`src/core/spi_diag_pkg.sv`:
```
package spi_diag_pkg;

  // ----------------------------------------------------------------
  // frame geometry
  // ----------------------------------------------------------------
  localparam int FRAME_W     = 16;
  localparam int ADDR_W      = 6;
  localparam int DATA_W      = 8;
  localparam int RDATA_W     = 15;
  localparam int BIT_RW      = 15;
  localparam int BIT_BANK    = 14;
  localparam int ADDR_HI     = 13;
  localparam int ADDR_LO     = 8;
  localparam int BIT_DIAG_RD = 0;

  // transfer length check: bits modulo 8, whole bytes seen
  localparam logic [2:0] BIT_MOD_LAST = 3'h7;
  localparam logic [2:0] BIT_MOD_ZERO = 3'h0;
  localparam logic [1:0] MIN_OCTETS   = 2'h2;

  // command words decoded by this block (bank 0 writes)
  localparam logic [ADDR_W-1:0] CLR_LATCH_ADDR   = 6'h3f;
  localparam logic [ADDR_W-1:0] ROUTINE_SEL_ADDR = 6'h3e;
  localparam logic              CMD_BANK         = 1'h0;

  // routine selector write: data[2:1] routine, data[0] channel
  localparam int         N_RT      = 3;
  localparam int         RT_IDX_HI = 2;
  localparam int         RT_IDX_LO = 1;
  localparam int         RT_CH_BIT = 0;
  localparam logic [1:0] RT_LAST   = 2'h2;
  localparam logic       DIAG_MSB  = 1'h0;
  localparam logic       REG_MSB   = 1'h1;

  // ----------------------------------------------------------------
  // types
  // ----------------------------------------------------------------
  typedef enum logic [1:0] {
    ST_RSVD = 2'h0, ST_LIMP = 2'h1, ST_ACTIVE = 2'h2, ST_IDLE = 2'h3
  } op_state_t;

  typedef enum logic [1:0] {RPL_DIAG = 2'h1, RPL_REG = 2'h2} reply_kind_t;

  typedef struct packed {
    logic chip_select_n;
    logic sclk;
    logic si;
  } pins_t;

  typedef struct packed {
    logic shorted_load;
    logic open_load;
    logic output_overvoltage;
  } chan_t;

  // done vectors are {monitor, fast shutdown, calibration}
  typedef struct packed {
    op_state_t         state;
    logic              overtemp_warning;
    logic [N_RT-1:0]   done_ch1;
    logic [N_RT-1:0]   done_ch2;
    chan_t             ch1;
    chan_t             ch2;
  } live_t;

  typedef struct packed {
    logic soft_reset;
    logic logic_undervoltage;
    logic enable_input_lockout;
    logic supply_low_ch2;
    logic supply_low_ch1;
    logic internal_lockout;
    logic overtemp;
  } event_t;

  typedef struct packed {
    logic soft_reset_seen;
    logic undervoltage_reset_seen;
    logic transfer_error;
    logic driver_supply_low_ch2;
    logic driver_supply_low_ch1;
    logic internal_supply_lockout;
    logic overtemp_shutdown;
  } latch_t;

  typedef struct packed {
    logic              wr;
    logic              rd;
    logic              bank_select;
    logic [ADDR_W-1:0] addr;
    logic [DATA_W-1:0] wdata;
  } reg_req_t;

  localparam pins_t    PINS_IDLE  = '{chip_select_n: 1'h1, default: 1'h0};
  localparam latch_t   LATCH_INIT = '{undervoltage_reset_seen: 1'h1, default: 1'h0};
  localparam latch_t   AUTO_CLR   = '{overtemp_shutdown: 1'h0, default: 1'h1};
  localparam latch_t   LATCH_NONE = '0;
  localparam reg_req_t REQ_IDLE   = '0;

endpackage : spi_diag_pkg

```
`src/core/frame_shifter.sv`:
```
`timescale 1ns/1ps
module frame_shifter (
  // clock and reset
  input  wire logic                         ref_clk,
  input  wire logic                         sys_rst,
  // pins after the synchroniser
  input  wire spi_diag_pkg::pins_t          pins,
  // reply word, taken when the frame opens
  input  wire logic [spi_diag_pkg::FRAME_W-1:0] tx_word,
  // serial output
  output logic                              so_r,
  output logic                              so_oe_r,
  // frame results
  output logic                              frame_start,
  output logic                              frame_done_r,
  output logic                              frame_ok_r,
  output logic [spi_diag_pkg::FRAME_W-1:0]  rx_r
);
  import spi_diag_pkg::*;

  logic               sclk_d_r;
  logic               csn_d_r;
  logic [FRAME_W-1:0] tx_sh_r;
  logic [2:0]         bit_mod_r;
  logic [1:0]         octet_r;
  logic               fall;
  logic               stop;

  // ------------------------------------------------------------
  // edge detection, clock activity ignored while deselected
  // ------------------------------------------------------------
  assign fall        = sclk_d_r & ~pins.sclk & ~pins.chip_select_n;  // RULE21
  assign frame_start = csn_d_r & ~pins.chip_select_n;
  assign stop        = ~csn_d_r & pins.chip_select_n;

  // previous pin levels
  always_ff @(posedge ref_clk) begin
    if (sys_rst) begin
      sclk_d_r <= 1'h0;
      csn_d_r  <= 1'h1;
    end else begin
      sclk_d_r <= pins.sclk;
      csn_d_r  <= pins.chip_select_n;
    end
  end

  // ------------------------------------------------------------
  // shift path: sample on falling sclk, next bit out right after
  // ------------------------------------------------------------
  // incoming bits refill the tail, so longer frames pass through
  always_ff @(posedge ref_clk) begin
    if (sys_rst) begin
      tx_sh_r <= '0;
      rx_r    <= '0;
      so_r    <= 1'h0;
    end else if (frame_start) begin
      so_r    <= tx_word[FRAME_W-1];                      // RULE1
      tx_sh_r <= {tx_word[FRAME_W-2:0], 1'h0};
    end else if (fall) begin
      so_r    <= tx_sh_r[FRAME_W-1];                      // RULE20
      tx_sh_r <= {tx_sh_r[FRAME_W-2:0], pins.si};
      rx_r    <= {rx_r[FRAME_W-2:0], pins.si};            // RULE20
    end
  end

  // output driven only while selected
  always_ff @(posedge ref_clk) begin
    if (sys_rst) so_oe_r <= 1'h0;
    else         so_oe_r <= ~pins.chip_select_n;          // RULE21
  end

  // ------------------------------------------------------------
  // length check: multiple of 8 and at least 16 clocks
  // ------------------------------------------------------------
  always_ff @(posedge ref_clk) begin
    if (sys_rst || frame_start) begin
      bit_mod_r <= BIT_MOD_ZERO;
      octet_r   <= '0;
    end else if (fall) begin
      bit_mod_r <= bit_mod_r + 3'h1;
      if (bit_mod_r == BIT_MOD_LAST && octet_r != MIN_OCTETS)
        octet_r <= octet_r + 2'h1;
    end
  end

  // end-of-frame pulse with its verdict
  always_ff @(posedge ref_clk) begin
    if (sys_rst) begin
      frame_done_r <= 1'h0;
      frame_ok_r   <= 1'h0;
    end else begin
      frame_done_r <= stop;
      frame_ok_r   <= stop && bit_mod_r == BIT_MOD_ZERO
                      && octet_r == MIN_OCTETS;           // RULE2
    end
  end

endmodule : frame_shifter

```
`src/core/spi_frame_and_diag_responder.sv`:
```
// Behaviour
// (RULE1) reply to a command comes next transfer
// (RULE2) valid frame: clocks multiple of 8, >=16
// (RULE3) after bad frame, reply ignores its content
// (RULE4) first reply after undervoltage ignores history
// (RULE5) unknown register address answered with diagnosis
// (RULE6) bit15 write, bit14 bank, bit0 diagnosis
// (RULE7) register read spans two transfers
// (RULE8) register reply MSB high, diagnosis MSB low
// (RULE9) new command executes during read reply
// (RULE10) diagnosis readout clears the latched flags
// (RULE11) overtemperature flag cleared only by clear command
// (RULE12) state and warning bits are live
// (RULE13) routine-done and fault bits mirror inputs
// (RULE14) clear command resets latches, restarts switching
// (RULE15) quiet active device reads 1000 hex
// (RULE16) fixed diagnosis word bit layout
// (RULE17) state codes: limp, active, idle
// (RULE18) channel fault is OR of three flags
// (RULE19) done mirrors follow last selected channel
// (RULE20) sample falling edge, output shifted before it
// (RULE21) deselected: output released, clock ignored
// (RULE22) error or undervoltage reply is diagnosis word
`timescale 1ns/1ps
module spi_frame_and_diag_responder (
  // clock and reset
  input  wire logic                              ref_clk,
  input  wire logic                              sys_rst,
  // serial pins
  input  wire logic                              chip_select_n,
  input  wire logic                              sclk,
  input  wire logic                              si,
  output logic                                   so_r,
  output logic                                   so_oe_r,
  // live status and fault events
  input  wire spi_diag_pkg::live_t               live,
  input  wire spi_diag_pkg::event_t              events,
  // register bank side
  output spi_diag_pkg::reg_req_t                 reg_req_r,
  input  wire logic                              reg_known,
  input  wire logic [spi_diag_pkg::RDATA_W-1:0]  reg_rdata,
  // protection restart and latch view
  output logic                                   clear_latches_r,
  output spi_diag_pkg::latch_t                   latch_r
);
  import spi_diag_pkg::*;

  pins_t              pins_m_r;
  pins_t              pins_s_r;
  logic               frame_start;
  logic               frame_done_r;
  logic               frame_ok_r;
  logic [FRAME_W-1:0] rx_r;
  logic [FRAME_W-1:0] tx_word;
  logic [FRAME_W-1:0] diag_now;
  reply_kind_t        reply_kind_r;
  logic               tx_diag_r;
  latch_t             shown_r;
  latch_t             latch_nxt;
  latch_t             set_v;
  latch_t             clr_v;
  logic [N_RT-1:0]    rt_sel_r;
  logic               uv_d_r;
  logic               uv_exit;
  logic               is_wr;
  logic               is_diag_rd;
  logic               is_reg_rd;
  logic               cmd_ok;
  logic               cmd_clr;
  logic               cmd_rt;
  logic [ADDR_W-1:0]  rx_addr;
  logic [DATA_W-1:0]  rx_data;
  logic [1:0]         rt_idx;

  // ----------------------------------------------------------------
  // helpers
  // ----------------------------------------------------------------
  // per-channel fault summary
  function automatic logic chan_fault(input chan_t c);
    chan_fault = c.shorted_load | c.open_load | c.output_overvoltage;  // RULE18
  endfunction : chan_fault

  // assemble the diagnosis word from latches and live inputs
  function automatic logic [FRAME_W-1:0] diag_word(
    input latch_t          l,
    input live_t           v,
    input logic [N_RT-1:0] sel
  );
    logic [N_RT-1:0] done;
    done = (sel & v.done_ch2) | (~sel & v.done_ch1);  // RULE19
    diag_word = {DIAG_MSB,                            // RULE16
                 l.soft_reset_seen,
                 l.undervoltage_reset_seen,
                 v.state,                             // RULE17
                 l.transfer_error,
                 done,                                // RULE13
                 l.driver_supply_low_ch2,
                 l.driver_supply_low_ch1,
                 l.internal_supply_lockout,
                 chan_fault(v.ch2),                   // RULE13
                 chan_fault(v.ch1),
                 l.overtemp_shutdown,
                 v.overtemp_warning};                 // RULE12
  endfunction : diag_word

  // ----------------------------------------------------------------
  // pin synchroniser
  // ----------------------------------------------------------------
  // the first stage is read by the second stage only
  always_ff @(posedge ref_clk) begin
    if (sys_rst) begin
      pins_m_r <= PINS_IDLE;
      pins_s_r <= PINS_IDLE;
    end else begin
      pins_m_r <= '{chip_select_n: chip_select_n, sclk: sclk, si: si};
      pins_s_r <= pins_m_r;
    end
  end

  // ----------------------------------------------------------------
  // shift engine
  // ----------------------------------------------------------------
  frame_shifter u_shift (
    .ref_clk      (ref_clk),
    .sys_rst      (sys_rst),
    .pins         (pins_s_r),
    .tx_word      (tx_word),
    .so_r         (so_r),
    .so_oe_r      (so_oe_r),
    .frame_start  (frame_start),
    .frame_done_r (frame_done_r),
    .frame_ok_r   (frame_ok_r),
    .rx_r         (rx_r)
  );

  // ----------------------------------------------------------------
  // reply selection
  // ----------------------------------------------------------------
  // diagnosis is built live when the frame opens, never stored early
  assign diag_now = diag_word(latch_r, live, rt_sel_r);  // RULE12

  // unknown address falls back to the diagnosis word
  always_comb begin
    if (reply_kind_r == RPL_REG && reg_known)
      tx_word = {REG_MSB, reg_rdata};                   // RULE8
    else
      tx_word = diag_now;                               // RULE5
  end

  // what the open frame carries, and which latches it showed
  always_ff @(posedge ref_clk) begin
    if (sys_rst) begin
      tx_diag_r <= 1'h1;
      shown_r   <= LATCH_NONE;
    end else if (frame_start) begin
      tx_diag_r <= tx_word[FRAME_W-1] == DIAG_MSB;
      shown_r   <= latch_r;
    end
  end

  // ----------------------------------------------------------------
  // command decode
  // ----------------------------------------------------------------
  assign rx_addr    = rx_r[ADDR_HI:ADDR_LO];
  assign rx_data    = rx_r[DATA_W-1:0];
  assign rt_idx     = rx_data[RT_IDX_HI:RT_IDX_LO];
  assign is_wr      = rx_r[BIT_RW];                        // RULE6
  assign is_diag_rd = ~rx_r[BIT_RW] & rx_r[BIT_DIAG_RD];   // RULE6
  assign is_reg_rd  = ~rx_r[BIT_RW] & ~rx_r[BIT_DIAG_RD];  // RULE6
  // a bad frame executes nothing
  assign cmd_ok     = frame_done_r & frame_ok_r;          // RULE3
  assign cmd_clr    = cmd_ok & is_wr & rx_r[BIT_BANK] == CMD_BANK
                      & rx_addr == CLR_LATCH_ADDR;
  assign cmd_rt     = cmd_ok & is_wr & rx_r[BIT_BANK] == CMD_BANK
                      & rx_addr == ROUTINE_SEL_ADDR;

  // reply kind for the next transfer
  always_ff @(posedge ref_clk) begin
    if (sys_rst || uv_exit)
      reply_kind_r <= RPL_DIAG;                          // RULE4
    else if (frame_done_r) begin
      case (reply_kind_r)
        RPL_DIAG, RPL_REG: begin
          if (cmd_ok && is_reg_rd)
            reply_kind_r <= RPL_REG;                     // RULE7
          else
            reply_kind_r <= RPL_DIAG;                    // RULE22
        end
        default: reply_kind_r <= RPL_DIAG;
      endcase
    end
  end

  // register access strobes, fields held until the next write or register read
  always_ff @(posedge ref_clk) begin
    if (sys_rst)
      reg_req_r <= REQ_IDLE;
    else begin
      reg_req_r.wr <= cmd_ok & is_wr;                    // RULE9
      reg_req_r.rd <= cmd_ok & is_reg_rd;                // RULE9
      if (cmd_ok && !is_diag_rd) begin
        reg_req_r.bank_select <= rx_r[BIT_BANK];
        reg_req_r.addr        <= rx_addr;
        reg_req_r.wdata       <= rx_data;
      end
    end
  end

  // routine channel selectors, channel 1 after reset
  always_ff @(posedge ref_clk) begin
    if (sys_rst)
      rt_sel_r <= '0;
    else if (cmd_rt && rt_idx <= RT_LAST)
      rt_sel_r[rt_idx] <= rx_data[RT_CH_BIT];            // RULE19
  end

  // restart pulse toward the protection logic
  always_ff @(posedge ref_clk) begin
    if (sys_rst) clear_latches_r <= 1'h0;
    else         clear_latches_r <= cmd_clr;             // RULE14
  end

  // ----------------------------------------------------------------
  // latched flags
  // ----------------------------------------------------------------
  // leaving undervoltage (both conditions released) forces a diagnosis reply and sets the undervoltage flag
  always_ff @(posedge ref_clk) begin
    if (sys_rst) uv_d_r <= 1'h0;
    else uv_d_r <= events.logic_undervoltage | events.enable_input_lockout;
  end
  assign uv_exit = uv_d_r & ~events.logic_undervoltage
                   & ~events.enable_input_lockout;

  // sources that set a flag
  always_comb begin
    set_v                         = LATCH_NONE;
    set_v.soft_reset_seen         = events.soft_reset;
    set_v.undervoltage_reset_seen = uv_exit;                       // RULE22
    set_v.transfer_error          = frame_done_r & ~frame_ok_r;    // RULE22
    set_v.driver_supply_low_ch2   = events.supply_low_ch2;
    set_v.driver_supply_low_ch1   = events.supply_low_ch1;
    set_v.internal_supply_lockout = events.internal_lockout;
    set_v.overtemp_shutdown       = events.overtemp;
  end

  // only flags that were really shown get cleared by the readout
  always_comb begin
    clr_v = LATCH_NONE;
    if (cmd_ok && tx_diag_r)
      clr_v = shown_r & AUTO_CLR;                        // RULE10 RULE11
    if (cmd_clr)
      clr_v = ~LATCH_NONE;                               // RULE14
  end

  // a set in the clearing cycle wins so no event is lost
  assign latch_nxt = (latch_r & ~clr_v) | set_v;

  always_ff @(posedge ref_clk) begin
    if (sys_rst) latch_r <= LATCH_INIT;                  // RULE4
    else         latch_r <= latch_nxt;
  end
endmodule : spi_frame_and_diag_responder

```
`config.mk`:
```
export PLATFORM = sky130hd
export DESIGN_NAME = spi_frame_and_diag_responder
export DESIGN_NICKNAME = d
export VERILOG_FILES = /design/src/core/spi_diag_pkg.sv /design/src/core/frame_shifter.sv /design/src/core/spi_frame_and_diag_responder.sv
export SDC_FILE = /design/constraint.sdc
export NUM_CORES = 1
export LEC_CHECK = 0
export ABC_CLOCK_PERIOD_IN_PS = 2400
export BUFFER_PORTS_ARGS = -buffer_cell sky130_fd_sc_hd__clkbuf_2
export CAP_MARGIN = 30
export CORE_ASPECT_RATIO = 1.75
export CORE_MARGIN = 10
export CORE_UTILIZATION = 54
export DETAILED_ROUTE_END_ITERATION = 10
export GPL_ROUTABILITY_DRIVEN = 0
export PLACE_DENSITY = 0.76
export RECOVER_POWER = 100
export SYNTH_ARGS = -nofsm -noshare
export SYNTH_HDL_FRONTEND = slang
export SYNTH_SLANG_ARGS = --single-unit
```
`constraint.sdc`:
```
create_clock -name ref_clk -period 2.4 [get_ports ref_clk]
set_clock_uncertainty 0.1 [all_clocks]
set_input_delay 0.12 -clock ref_clk [delete_from_list [all_inputs] [get_ports ref_clk]]
set_output_delay 0.12 -clock ref_clk [all_outputs]
set_load 0.02 [all_outputs]
```
Word-level counts from Yosys, hierarchy flattened
Cells that the tools add are included.
Word-level totals
  flip-flop bits (word level): 87
  input bits: 43
  output and inout bits: 27
  logic and storage cells: 120
Operators by class
  $add $sub $neg: 2
  $lt $le $gt $ge: 3
  eq/ne operators: 7
  multiplexer cells: 12
  bitwise gates (word level): 38
  reduce and logical (&&, ||, !) cells: 18
Operator list (count)
  2-to-1 mux 16 bit: 3
  AND 1 bit: 15
  2-to-1 mux 7 bit: 2
  equality test 6 bit (second input constant): 2
  inverter 1 bit: 11
  logical AND 1 bit: 9
  AND 7 bit: 1
  inverter 7 bit: 1
  OR 7 bit: 1
  AND 3 bit: 2
  OR 1 bit: 5
  equality test 2 bit (second input constant): 2
  2-to-1 mux 2 bit: 2
  AND reduction 2 bit: 2
  OR reduction 2 bit: 2
  adder 3 x 1 -> 3 bit (second input constant): 1
  bitwise mux 3 bit: 1
  equality test 3 bit (second input constant): 1
  logical NOT 3 bit: 1
  less-than comparator 2 x 3 -> 1 bit (second input constant): 1
  2-to-1 mux 1 bit: 3
  inverter 3 bit: 1
  OR 3 bit: 1
  adder 2 x 1 -> 2 bit (second input constant): 1
  8 further kinds: 9

Depth between registers and ports, before layout
Gate-level depths: netlist (run 1).
  word-level depth: 8
  depth in mapped cells: 8
  gate-level depth less buffers: 6

Modules after synthesis
A second synthesis (run 1) with hierarchy kept.
Second synthesis, totals
  cells, all modules: 411
  area total of the unflattened synthesis: 3621.0 sq um
By module, submodules not included
  spi_frame_and_diag_responder: instances 1, cells an instance 213, area an instance 1886.8 sq um, sequential area each 880.8 sq um
  frame_shifter: instances 1, cells an instance 198, area an instance 1734.2 sq um, sequential area each 860.8 sq um

Least setup slack after synthesis (run 1)
OpenSTA, ideal clock, no wires.
  path kind: register to register
  start point: register reply_kind_r[0]
  end point: register u_shift.tx_sh_r[12]
  library setup time: 131 ps
  data arrival time: 1458 ps
  data required time: 2169 ps
  path slack: 710 ps
  cell stages (with the launch flop): 8
  path buffers: 1
  period minus slack after synthesis: 1690 ps
  cells stage by stage: dfxtp_1 > inv_1 > ha_1 > nand2_1 > buf_2 > mux2_2 > a221oi_1 > nor3_1
Between the ends
  longest elaborated chain between the ends: 4
Ends and longest elaborated chain
  start: declaration: line spi_frame_and_diag_responder.sv:56  | reply_kind_t reply_kind_r;
  start signal: assignment: line spi_frame_and_diag_responder.sv:180  | reply_kind_r <= RPL_DIAG;
  start signal: assignment: line spi_frame_and_diag_responder.sv:185  | reply_kind_r <= RPL_REG;
  start signal: assignment: line spi_frame_and_diag_responder.sv:187  | reply_kind_r <= RPL_DIAG;
  equality test 2 bit: line spi_frame_and_diag_responder.sv:144  | if (reply_kind_r == RPL_REG && reg_known)
  logical AND 1 bit: line spi_frame_and_diag_responder.sv:144
  2-to-1 mux 16 bit: line spi_frame_and_diag_responder.sv:144
  2-to-1 mux 16 bit: line frame_shifter.sv:56  | end else if (frame_start) begin
  end signal: assignment: line frame_shifter.sv:58  | tx_sh_r <= {tx_word[FRAME_W-2:0], 1'h0};
  end signal: assignment: line frame_shifter.sv:61  | tx_sh_r <= {tx_sh_r[FRAME_W-2:0], pins.si};
  end: declaration: line frame_shifter.sv:23  | logic [FRAME_W-1:0] tx_sh_r;
Every way passes these cells.
A chain may end at the register's enable or synchronous reset.

Worst setup path in the final report (run 1)
  start point: register pins_s_r[2] (netlist bit)
  end point: register u_shift.rx_r[13] (netlist bit)
Between the ends
  longest elaborated chain between the ends: 4
  elaborated cells on any way between the ends: 5
  classes of those cells: bitwise (4); reduce/logical (1)
Ends and longest elaborated chain
  start: declaration: line spi_frame_and_diag_responder.sv:49  | pins_t pins_s_r;
  start signal: assignment: line spi_frame_and_diag_responder.sv:116  | pins_s_r <= pins_m_r;
  inverter 1 bit *: line frame_shifter.sv:32, frame_shifter.sv:33
  AND 1 bit: line frame_shifter.sv:33  | assign frame_start = csn_d_r & ~pins.chip_select_n;
  inverter 1 bit (no line)
  AND reduction 2 bit (no line) *
  end signal: assignment: line frame_shifter.sv:62  | rx_r <= {rx_r[FRAME_W-2:0], pins.si};
  end: declaration: line frame_shifter.sv:17  | output logic [spi_diag_pkg::FRAME_W-1:0] rx_r
Mark *: on every way between the ends. The rest lies on a longest branch, timed or not.

==> results of run 1 <==
==> tightest hold or removal path, cell delays in order <==
cell	delay [ns]
clkbuf_2	0.08
o211ai_1	0.18
a211oi_1	0.07
==> per-stage QoR <==
stage	power, mW	cells	hold WS, ns
floorplan	1.61	382	0.124
global placement	1.68	515	0.203
detailed placement	1.68	515	0.205
CTS	2.81	541	0.0198
global route	2.89	541	0.0292
finish	2.79	541	0.0313
==> final cells by class <==
class / instances / area [um^2]
fill: 555 / 2130
clock buffer: 13 / 159
sequential: 87 / 1740
multi-input combinational: 265 / 1560
inverter: 6 / 22.5
timing repair buffer: 87 / 457
clock inverter: 3 / 65.1
tap: 80 / 100
==> final timing paths <==
| path | from | to | slack, ns | depth (start not counted) |
|---|---|---|---|---|
| setup / recovery | pins_s_r[2] | u_shift.rx_r[13] | 0.39 | 4 |
| hold / removal | reg_rdata[3] | u_shift.tx_sh_r[4] | 0.03 | 3 |
| setup reg to reg | pins_s_r[2] | u_shift.rx_r[13] | 0.39 | 4 |
| hold reg to reg | pins_m_r[2] | pins_s_r[2] | 0.31 | 1 |
==> metal layers <==
layer	part of all wire [%]	GRT usage, %	vias to the layer above
met4	2.2	6.98	0
li1	-	-	1452
met3	4.4	5.34	12
met5	0	0	-
met1	39	17.3	1379
met2	55	29.7	61
==> Yosys cell counts (2+ instances only) <==
master | count | share of area [%]
nand3_1 | 3 | 0.44
mux2i_1 | 22 | 6.4
nor2_1 | 55 | 6.0
mux2_2 | 10 | 3.3
nor4_1 | 2 | 0.36
or2_2 | 2 | 0.36
clkbuf_1 | 9 | 0.98
a211oi_1 | 6 | 1.3
buf_1 | 4 | 0.44
nand4_1 | 2 | 0.36
nor2b_1 | 8 | 1.5
inv_1 | 5 | 0.54
xnor2_1 | 2 | 0.51
nor3_1 | 14 | 2.0
nand4b_1 | 2 | 0.51
o211ai_1 | 5 | 1.1
a31oi_1 | 4 | 0.73
and3_1 | 2 | 0.36
nand2_1 | 59 | 6.4
a21oi_1 | 32 | 4.6
dfxtp_1 | 87 | 50
ha_1 | 5 | 1.8
buf_6 | 2 | 0.65
buf_2 | 9 | 1.3
a221oi_1 | 10 | 2.5
nand2b_1 | 3 | 0.54
==> registers in the layout, summed over array words and instances (netlist names), 2 cells and up <==
register           cells
reg_req_r             17
u_shift.rx_r          16
u_shift.tx_sh_r       16
latch_r                7
shown_r                6
pins_m_r               3
pins_s_r               3
rt_sel_r               3
u_shift.bit_mod_r      3
reply_kind_r           2
u_shift.octet_r        2
==> power by group <==
part           internal [mW]  total [mW]  switching, mW
clock                  0.642        1.14          0.494
sequential              1.47        1.49         0.0213
combinational         0.0743       0.162         0.0873
total                   2.19        2.79          0.603
==> what timing repair did <==
action                                 in CTS  in global routing
buffers inserted                            0                  0
hold buffers                               10                  0
endpoints found under the hold margin       9                  0
==> cell families (layout without fill, tap and decap cells) <==
logic type	Yosys count	in the layout	share of synthesized area (%)
compound gates	63	63	11.6
xor+xnor	2	2	0.508
fa+ha+maj	5	5	1.81
buf+inv	30	109	4.03
flops	87	87	50.5
mux	32	32	9.65
simple gates	163	163	21.9
==> impl_metrics.tcl, run 1 <==
set metrics [dict create \
    ys.flop_type "dfxtp_1" \
    nets 504 \
    core_area_mm2 0.00623 \
    ys_seq_area_share_pct 50.5 \
    post-route-util_pct 65.8 \
    tns_ns 0 \
    async_flop_share_pct 0 \
    critical_path_required_ns 2.47 \
    ys_ff_latch 87 \
    design_area_mm2 0.00410 \
    io_pins 70 \
    max-slew-margin-rel_pct -18.5 \
    drt_iter0_markers 173 \
    final_cell_mix "dfxtp_1 (87), nand2_1 (60), nor2_1 (55), clkbuf_2 (42), clkbuf_1 (33)" \
    pre_cts_ws_ns 0.448 \
    num_rows 38 \
    io_buffers 69 \
    fin_crit_sh_pct 83.8 \
    avgViaCountPerCell 5.37 \
    endpoint_kind "flop" \
    htree_num_levels 3 \
    finalWirelength_um 8290 \
    holdCritPathClass "in2reg" \
    worstSetupPathType "reg2reg" \
    finalHoldViolations 0 \
    synth-edff-count 0 \
    syn_area_mm2 0.00345 \
    final_layout_size_suffix_gt1_share_pct 16.9 \
    wl_per_cell_um 15.3 \
    drc 0 \
    post_dp_cell_area_mm2 0.00384 \
    p_leak_nw 1.58 \
    crit_path_top_delay_cell "nor3b_2" \
    cp_data_arrival_time_ns 2.09 \
    grt_max_degree 44 \
    cpMostUsedCell "nand2_1" \
    syn-num-nets 430 \
    critPathLaunchType "flop" \
    cts_made_buffers 9 \
    cap_violations 1 \
    die_h_um 126 \
    via_count 2904 \
    die-area_mm2 0.0101 \
    grt_first_pass_wirelength_um 13600 \
    start_util_pct 55.4 \
    worst-path-buf-inv 0 \
    critical-path-top-delay-family "simple AND/OR/NAND/NOR gates" \
    clkTransAtPathRegs_ns 0.08 \
    grt_util_all_layers_pct 16.8 \
    slowest_delay_ns 0.53 \
    status "finished with violations" \
    rsz0062_at_grt "no" \
    clkLatencyLatePin_ns 0.37 \
    avgSynthCellArea_um2 9.03 \
    fin_ws_ns 0.388 \
    setup_viol 0 \
    fmax_ghz 0.497 \
    dr.pass1.iters 4 \
    crit_chain "nor3b_2, nand2_1, nand2_1, a21oi_1" \
    synthCells 382 \
    synth.distinct_cells 44 \
    failed_checks "capacitance limit, slew limit" \
    vdd_ir_drop_max_v 0.000443 \
    antennaDiodeCount 0 \
    cp_max_fo 16 \
    antenna_found_initial 0 \
    ant_nets 0 \
    fin_crit_ns 2.01 \
    power_density_mw_per_mm2 681 \
    area.growth.synth_to_final_pct 18.9 \
    overflow 0 \
    ctsResizeCount 0 \
    clkSinkCount 87 \
    worst_pin_slew_ns 1.78 \
    clk_path_buf_depth 2 \
    hpwl_um 6050 \
    yosys_warnings 0 \
    cts_tree "done" \
    final_common_cell "dfxtp_1" \
    drv_slew 44 \
    grt_pass1_vias 2901 \
    dieWidth_um 80.4 \
    root_buffer "clkbuf_8" \
]
(Power assumes the default switching activity.)
==> run 2: changes to the inputs <==
Settings changed: ABC_CLOCK_PERIOD_IN_PS 2400 to 2100.
Clock period 2.4 ns to 2.1 ns, I/O delays scaled along.
==> run 2 against run 1 <==
  * The run now ends clean
  * Critical endpoint is now u_shift.tx_sh_r[14]
  * Combinational power is 14% higher
  * Non-clock buffer count stayed put
  * Worst setup slack lost 0.17 ns
  * Sequential power rose by 15%
  * Worst hold slack lost 0.0080 ns
  * Final cell count unchanged
  * Wire length down 1.3%
  * Highest routed layer unchanged
  * Largest cell class unchanged
  * Via count down 0.10%
  * Critical path type unchanged
  * Largest power group unchanged
  * Utilization down 0.62 points
  * Register-to-register slack worse by 0.17 ns
  * Power rose by 4.9%
==> impl_metrics.tcl, run 2 (synthesis results as in run 1) <==
set metrics [dict create \
    rsz0062_at_grt "no" \
    p_leak_nw 1.57 \
    holdCritPathClass "in2reg" \
    critPathLaunch "reply_kind_r[0]" \
    fin_ws_ns 0.220 \
    design_area_mm2 0.00406 \
    clkLatencyLatePin_ns 0.35 \
    wl_per_cell_um 15.1 \
    cts_tree "done" \
    avgViaCountPerCell 5.36 \
    ctsResizeCount 0 \
    multi_input_area_mm2 0.00156 \
    busiest_layer "met2" \
    worst_pin_slew_ns 0.644 \
    clkSinkCount 87 \
    start_util_pct 55.4 \
    crit_chain "inv_1, ha_1, nand2_1, clkbuf_4, mux2_2, a221oi_1, nor3_1" \
    num_rows 38 \
    antennaDiodeCount 0 \
    ff_latch_area_mm2 0.00174 \
    holdPathStages 3 \
    holdBufCountCts 10 \
    critical-path-top-delay-family "multiplexers" \
    cp_max_fo 21 \
    io_buffers 69 \
    nets 504 \
    vdd_ir_drop_max_v 0.000480 \
    grtUsageMet2_pct 29.5 \
    cp_data_arrival_time_ns 2.01 \
    tns_ns 0 \
    r2r-end "u_shift.tx_sh_r[14]" \
    critical_path_required_ns 2.23 \
    largest_reg_flops 17 \
    antenna_found_initial 0 \
    grt_pass1_vias 2950 \
    crit_path_top_delay_cell "mux2_2" \
    pre_cts_ws_ns 0.254 \
    drc 0 \
    worst-path-buf-inv 2 \
    fmax_ghz 0.532 \
    ant_nets 0 \
    post_dp_cell_area_mm2 0.00384 \
    grt_util_all_layers_pct 16.7 \
    whs_endpoint "u_shift.tx_sh_r[3]" \
    io_pins 70 \
    reg2reg_depth 7 \
    hpwl_um 5940 \
    max-slew-margin-rel_pct 57.1 \
    die_h_um 126 \
    fillers 554 \
    root_buffer "clkbuf_8" \
    fin_crit_sh_pct 89.5 \
    cap_violations 0 \
    grt_first_pass_wirelength_um 13500 \
    fin_crit_ns 1.88 \
    drt_iter0_markers 220 \
    overflow 0 \
    area.growth.synth_to_final_pct 17.8 \
    dr.pass1.iters 4 \
    slowest_delay_ns 0.37 \
    via_count 2901 \
    min_from "reg_rdata[2]" \
    endpoint_kind "flop" \
    cts_made_buffers 9 \
    finalHoldViolations 0 \
    r2r_start "reply_kind_r[0]" \
    clk_path_buf_depth 2 \
    final_layout_size_suffix_gt1_share_pct 17.6 \
    htree_num_levels 3 \
    rrSetupSlack_ns 0.22 \
    clkTransAtPathRegs_ns 0.08 \
    die-area_mm2 0.0101 \
    reg_top3 "reg_req_r: 17 flops, u_shift.rx_r: 16 flops, u_shift.tx_sh_r: 16 flops" \
    final_common_cell "dfxtp_1" \
    worstSetupPathType "reg2reg" \
    finalWirelength_um 8180 \
    regMostFlops "reg_req_r" \
    critPathLaunchType "flop" \
    use_met3_pct 5.27 \
    grt_use_met1_pct 16.5 \
    setup_viol 0 \
    power_density_mw_per_mm2 721 \
    drv_slew 0 \
    final_cell_mix "dfxtp_1 (87), nand2_1 (59), nor2_1 (55), clkbuf_2 (44), a21oi_1 (32)" \
    dieWidth_um 80.4 \
    post-route-util_pct 65.2 \
    cts_setup_buffers 0 \
    status "complete, no violations" \
    core_area_mm2 0.00623 \
    grt_max_degree 39 \
]
[run 2: metrics by stage]
step	hold WS, ns	total power [mW]	cells
after floorplan	0.109	1.84	382
after global placement	0.191	1.92	515
after detailed placement	0.194	1.92	515
after CTS	0.00782	2.97	541
after global routing	0.00927	3.07	541
final	0.0233	2.93	541
[run 2: area by class of cell]
cell class / count / share of cell area [%]
flip-flops and latches: 87 / 42.9
well taps: 80 / 2.46
multi-input cells: 265 / 38.4
clock inverters: 3 / 0.431
clock buffers: 13 / 3.91
repair buffers: 87 / 11.4
inverters: 6 / 0.554
[run 2: how the worst max path moves through the flow]
stage / end / cells past startpoint / slack (ns)
final: u_shift.tx_sh_r[14] / 7 / 0.22
after global routing: u_shift.tx_sh_r[14] / 7 / 0.10
after CTS: u_shift.tx_sh_r[14] / 7 / 0.24
after detailed placement: u_shift.tx_sh_r[14] / 7 / 0.25
after global placement: u_shift.tx_sh_r[14] / 7 / 0.33
after floorplan: u_shift.tx_sh_r[12] / 7 / 0.41
[run 2: worst register-to-register path: stages (launching register included)]
cell and delay, ns:
dfxtp_1 0.34, inv_1 0.05, ha_1 0.18, nand2_1 0.06, clkbuf_4 0.29, mux2_2 0.37, a221oi_1 0.28, nor3_1 0.08
[run 2: per-layer routing]
metal	wire (um)	share of wire (%)	vias to the layer above
met5	0	0	-
met4	265	3.2	0
met3	417	5.1	20
met2	4400	54	68
met1	3100	38	1355
li1	-	-	1458
[run 2: power by group]
group,internal (mW),switching [mW]
clock network,0.492,0.546
registers,1.68,0.0247
logic,0.0868,0.0976
total,2.26,0.668
==> run 3: changes to the inputs <==
Settings changed: ABC_AREA from default to 1, GPL_TIMING_DRIVEN from default to 0, PLACE_DENSITY 0.76 to 0.75.
==> run 3 against run 2 <==
  * Global-route usage up 1.9 points
  * Maximum frequency down 1.4%
  * Power up 4.1%
  * Synthesized cell count up 24%
  * First-iteration DRC count down 22%
  * Critical path type is now in2reg
  * Largest cell class unchanged
  * Highest routed layer unchanged
==> impl_metrics.tcl, run 3 <==
set metrics [dict create \
    die_h_um 127 \
    grt_pass1_vias 3315 \
    drt_iter0_markers 172 \
    ys_ff_latch 87 \
    setup_viol 0 \
    met1_length_um 3660 \
    clkTransAtPathRegs_ns 0.08 \
    num_rows 38 \
    rsz0062_at_grt "no" \
    critPathLaunchType "input pin" \
    p_sw_share_pct 23.5 \
    overflow 0 \
    final_cell_count_no_fill 668 \
    grt_first_pass_wirelength_um 15300 \
    p_leak_nw 1.99 \
    dp.cells 622 \
    synth-edff-count 0 \
    root_buffer "clkbuf_8" \
    cts_tree "done" \
    clkLatencyLatePin_ns 0.36 \
    dieWidth_um 81.0 \
    seqPwrFrac_pct 55.8 \
    yosysTopAreaCellShare_pct 49.6 \
    antennaDiodeCount 0 \
    avgSynthCellArea_um2 7.43 \
    ys_seq_area_share_pct 49.6 \
    internal-power_mw 2.33 \
    tns_ns 0 \
    cts_setup_buffers 0 \
    yosysTopAreaCell "dfxtp_1" \
    start_util_pct 56.0 \
    io_buffers 69 \
    syn-num-nets 521 \
    critical_path_required_ns 2.24 \
    synthCells 473 \
    pwr-share-clk_pct 36.9 \
    via_count 3344 \
    reg2reg_depth 6 \
    synth_commonest_cells "dfxtp_1 (87), nand2_1 (87), nor2_1 (77), inv_1 (51), o21ai_0 (47)" \
    clk_path_buf_depth 2 \
    yosys_warnings 0 \
    grt_max_degree 15 \
    finalHoldViolations 0 \
    r2r-end "reg_req_r[13]" \
    drc 0 \
    clkSinkCount 87 \
    io_pins 70 \
    antenna_found_initial 0 \
    synth.area.top_cells "dfxtp_1 (50%), nand2_1 (9.3%), nor2_1 (8.2%), o21ai_0 (6.7%), a21oi_1 (5.8%)" \
    cp_max_fo 2 \
    min_from "live[4]" \
    r2r_start "u_shift.rx_r[0]" \
    core_area_mm2 0.00628 \
    final_cell_mix "nand2_1 (89), dfxtp_1 (87), nor2_1 (78), inv_1 (53), o21ai_0 (47)" \
    cts_made_buffers 9 \
    final_common_cell "nand2_1" \
    vdd_ir_drop_max_v 0.000558 \
    reg_top3 "reg_req_r: 17 flops, u_shift.rx_r: 16 flops, u_shift.tx_sh_r: 16 flops" \
    fmax_ghz 0.524 \
    worst_pin_slew_ns 0.750 \
    ant_nets 0 \
    async_flop_share_pct 0 \
    design_area_mm2 0.00436 \
    wl_per_cell_um 13.9 \
    final_layout_size_suffix_gt1_share_pct 12.6 \
    worstSetupPathType "in2reg" \
    fillers 598 \
    hpwl_um 6810 \
    fin_crit_ns 1.91 \
    combPwrFrac_pct 7.3 \
    die-area_mm2 0.0103 \
    power_density_mw_per_mm2 699 \
    area.growth.synth_to_final_pct 24.2 \
    finalWirelength_um 9310 \
    ys.flop_type "dfxtp_1" \
    cap_violations 0 \
    rrSetupSlack_ns 0.22 \
    regMostFlops "reg_req_r" \
    holdCritPathClass "in2reg" \
    top_layer "met4" \
    endpoint_kind "flop" \
    wl_met3_um 429 \
    avgViaCountPerCell 5.01 \
    drv_slew 0 \
    wl_met2_um 4910 \
    syn_area_mm2 0.00351 \
    whs_endpoint "u_shift.tx_sh_r[3]" \
    largest_reg_flops 17 \
    htree_num_levels 3 \
    fin_crit_sh_pct 90.8 \
    grt_util_all_layers_pct 18.7 \
    holdPathStages 5 \
    ctsResizeCount 0 \
    synth.distinct_cells 26 \
    dr.pass1.iters 4 \
    cp_data_arrival_time_ns 2.05 \
    status "complete, no violations" \
    p_switching_uw 715 \
    max-slew-margin-rel_pct 49.7 \
    nets 631 \
    post_dp_cell_area_mm2 0.00396 \
]
==> run 3: cell count changes after synthesis, sizes merged, moves of 12 or more <==
| cell | previous run | this run |
|---|---|---|
| o21ai | 2 | 48 |
| mux2i | 22 | 0 |
| nand2 | 60 | 89 |
| inv | 6 | 55 |
| nor3 | 15 | 1 |
| nand4 | 2 | 14 |
| nor2 | 55 | 80 |
| nand3 | 3 | 21 |
==> run 3: layout make-up <==
class	count	area [um^2]	area share, %
multi-input combinational	310	1420	32.6
sequential	87	1740	39.9
timing repair buffer	99	611	14.0
tap	80	100	2.29
clock inverter	6	61.3	1.40
buffer	20	88.8	2.04
clock buffer	10	128	2.92
inverter	56	210	4.82
==> run 3: power groups by stage <==
stage	clock, mW	sequential, mW	combinational (mW)
after floorplan	0	1.75	0.0934
after global placement	0	1.74	0.177
after detailed placement	0	1.74	0.180
after CTS	1.15	1.70	0.225
after global routing	1.21	1.71	0.249
final	1.12	1.70	0.223
==> run 3: cell families (layout without fill, tap and decap cells) <==
logic type	Yosys count	after routing	share of synthesized area, %
AND/OR/NAND/NOR	212	212	26.0
AO/OA/AOI/OAI	93	93	13.9
flip-flops	87	87	49.6
buffers and inverters	76	191	8.80
adder cells (fa/ha/maj)	5	5	1.78
==> run 3: worst max path at each step <==
stage	from	to	slack, ns
final	events[4]	uv_d_r	0.19
after global routing	u_shift.rx_r[0]	reg_req_r[14]	0.09
after CTS	events[4]	uv_d_r	0.26
after detailed placement	reply_kind_r[0]	u_shift.tx_sh_r[13]	0.51
after global placement	reply_kind_r[0]	u_shift.tx_sh_r[6]	0.54
after floorplan	reply_kind_r[0]	u_shift.tx_sh_r[14]	0.72
==> run 3: metrics by stage <==
stage	power, mW	hold slack [ns]	setup WS [ns]	utilization, %
CTS	3.08	0.0447	0.256	70.9
global route	3.17	0.0648	0.0881	69.5
floorplan	1.84	0.0889	0.718	-
detailed placement	1.92	0.198	0.506	63.1
global placement	1.92	0.190	0.538	63.1
finish	3.05	0.0510	0.193	69.5
==> run 3: critical path, stage by stage <==
cell,delay (ns)
dlygate4sd3_1,0.54
clkbuf_2,0.10
nor2_1,0.11
dlygate4sd3_1,0.57
nor2_1,0.05
dlygate4sd3_1,0.58
==> run 3: timing repair <==
item / CTS / global route
hold buffers: 30 / 0
endpoints found under the hold margin: 25 / 0
endpoints found under the setup margin: 0 / 0
==> run 3: layer usage <==
| layer | track usage [%] | vias up |
|---|---|---|
| li1 | - | 1730 |
| met1 | 19.8 | 1510 |
| met2 | 32.9 | 81 |
| met3 | 4.53 | 23 |
| met4 | 9.21 | 0 |
| met5 | 0 | - |
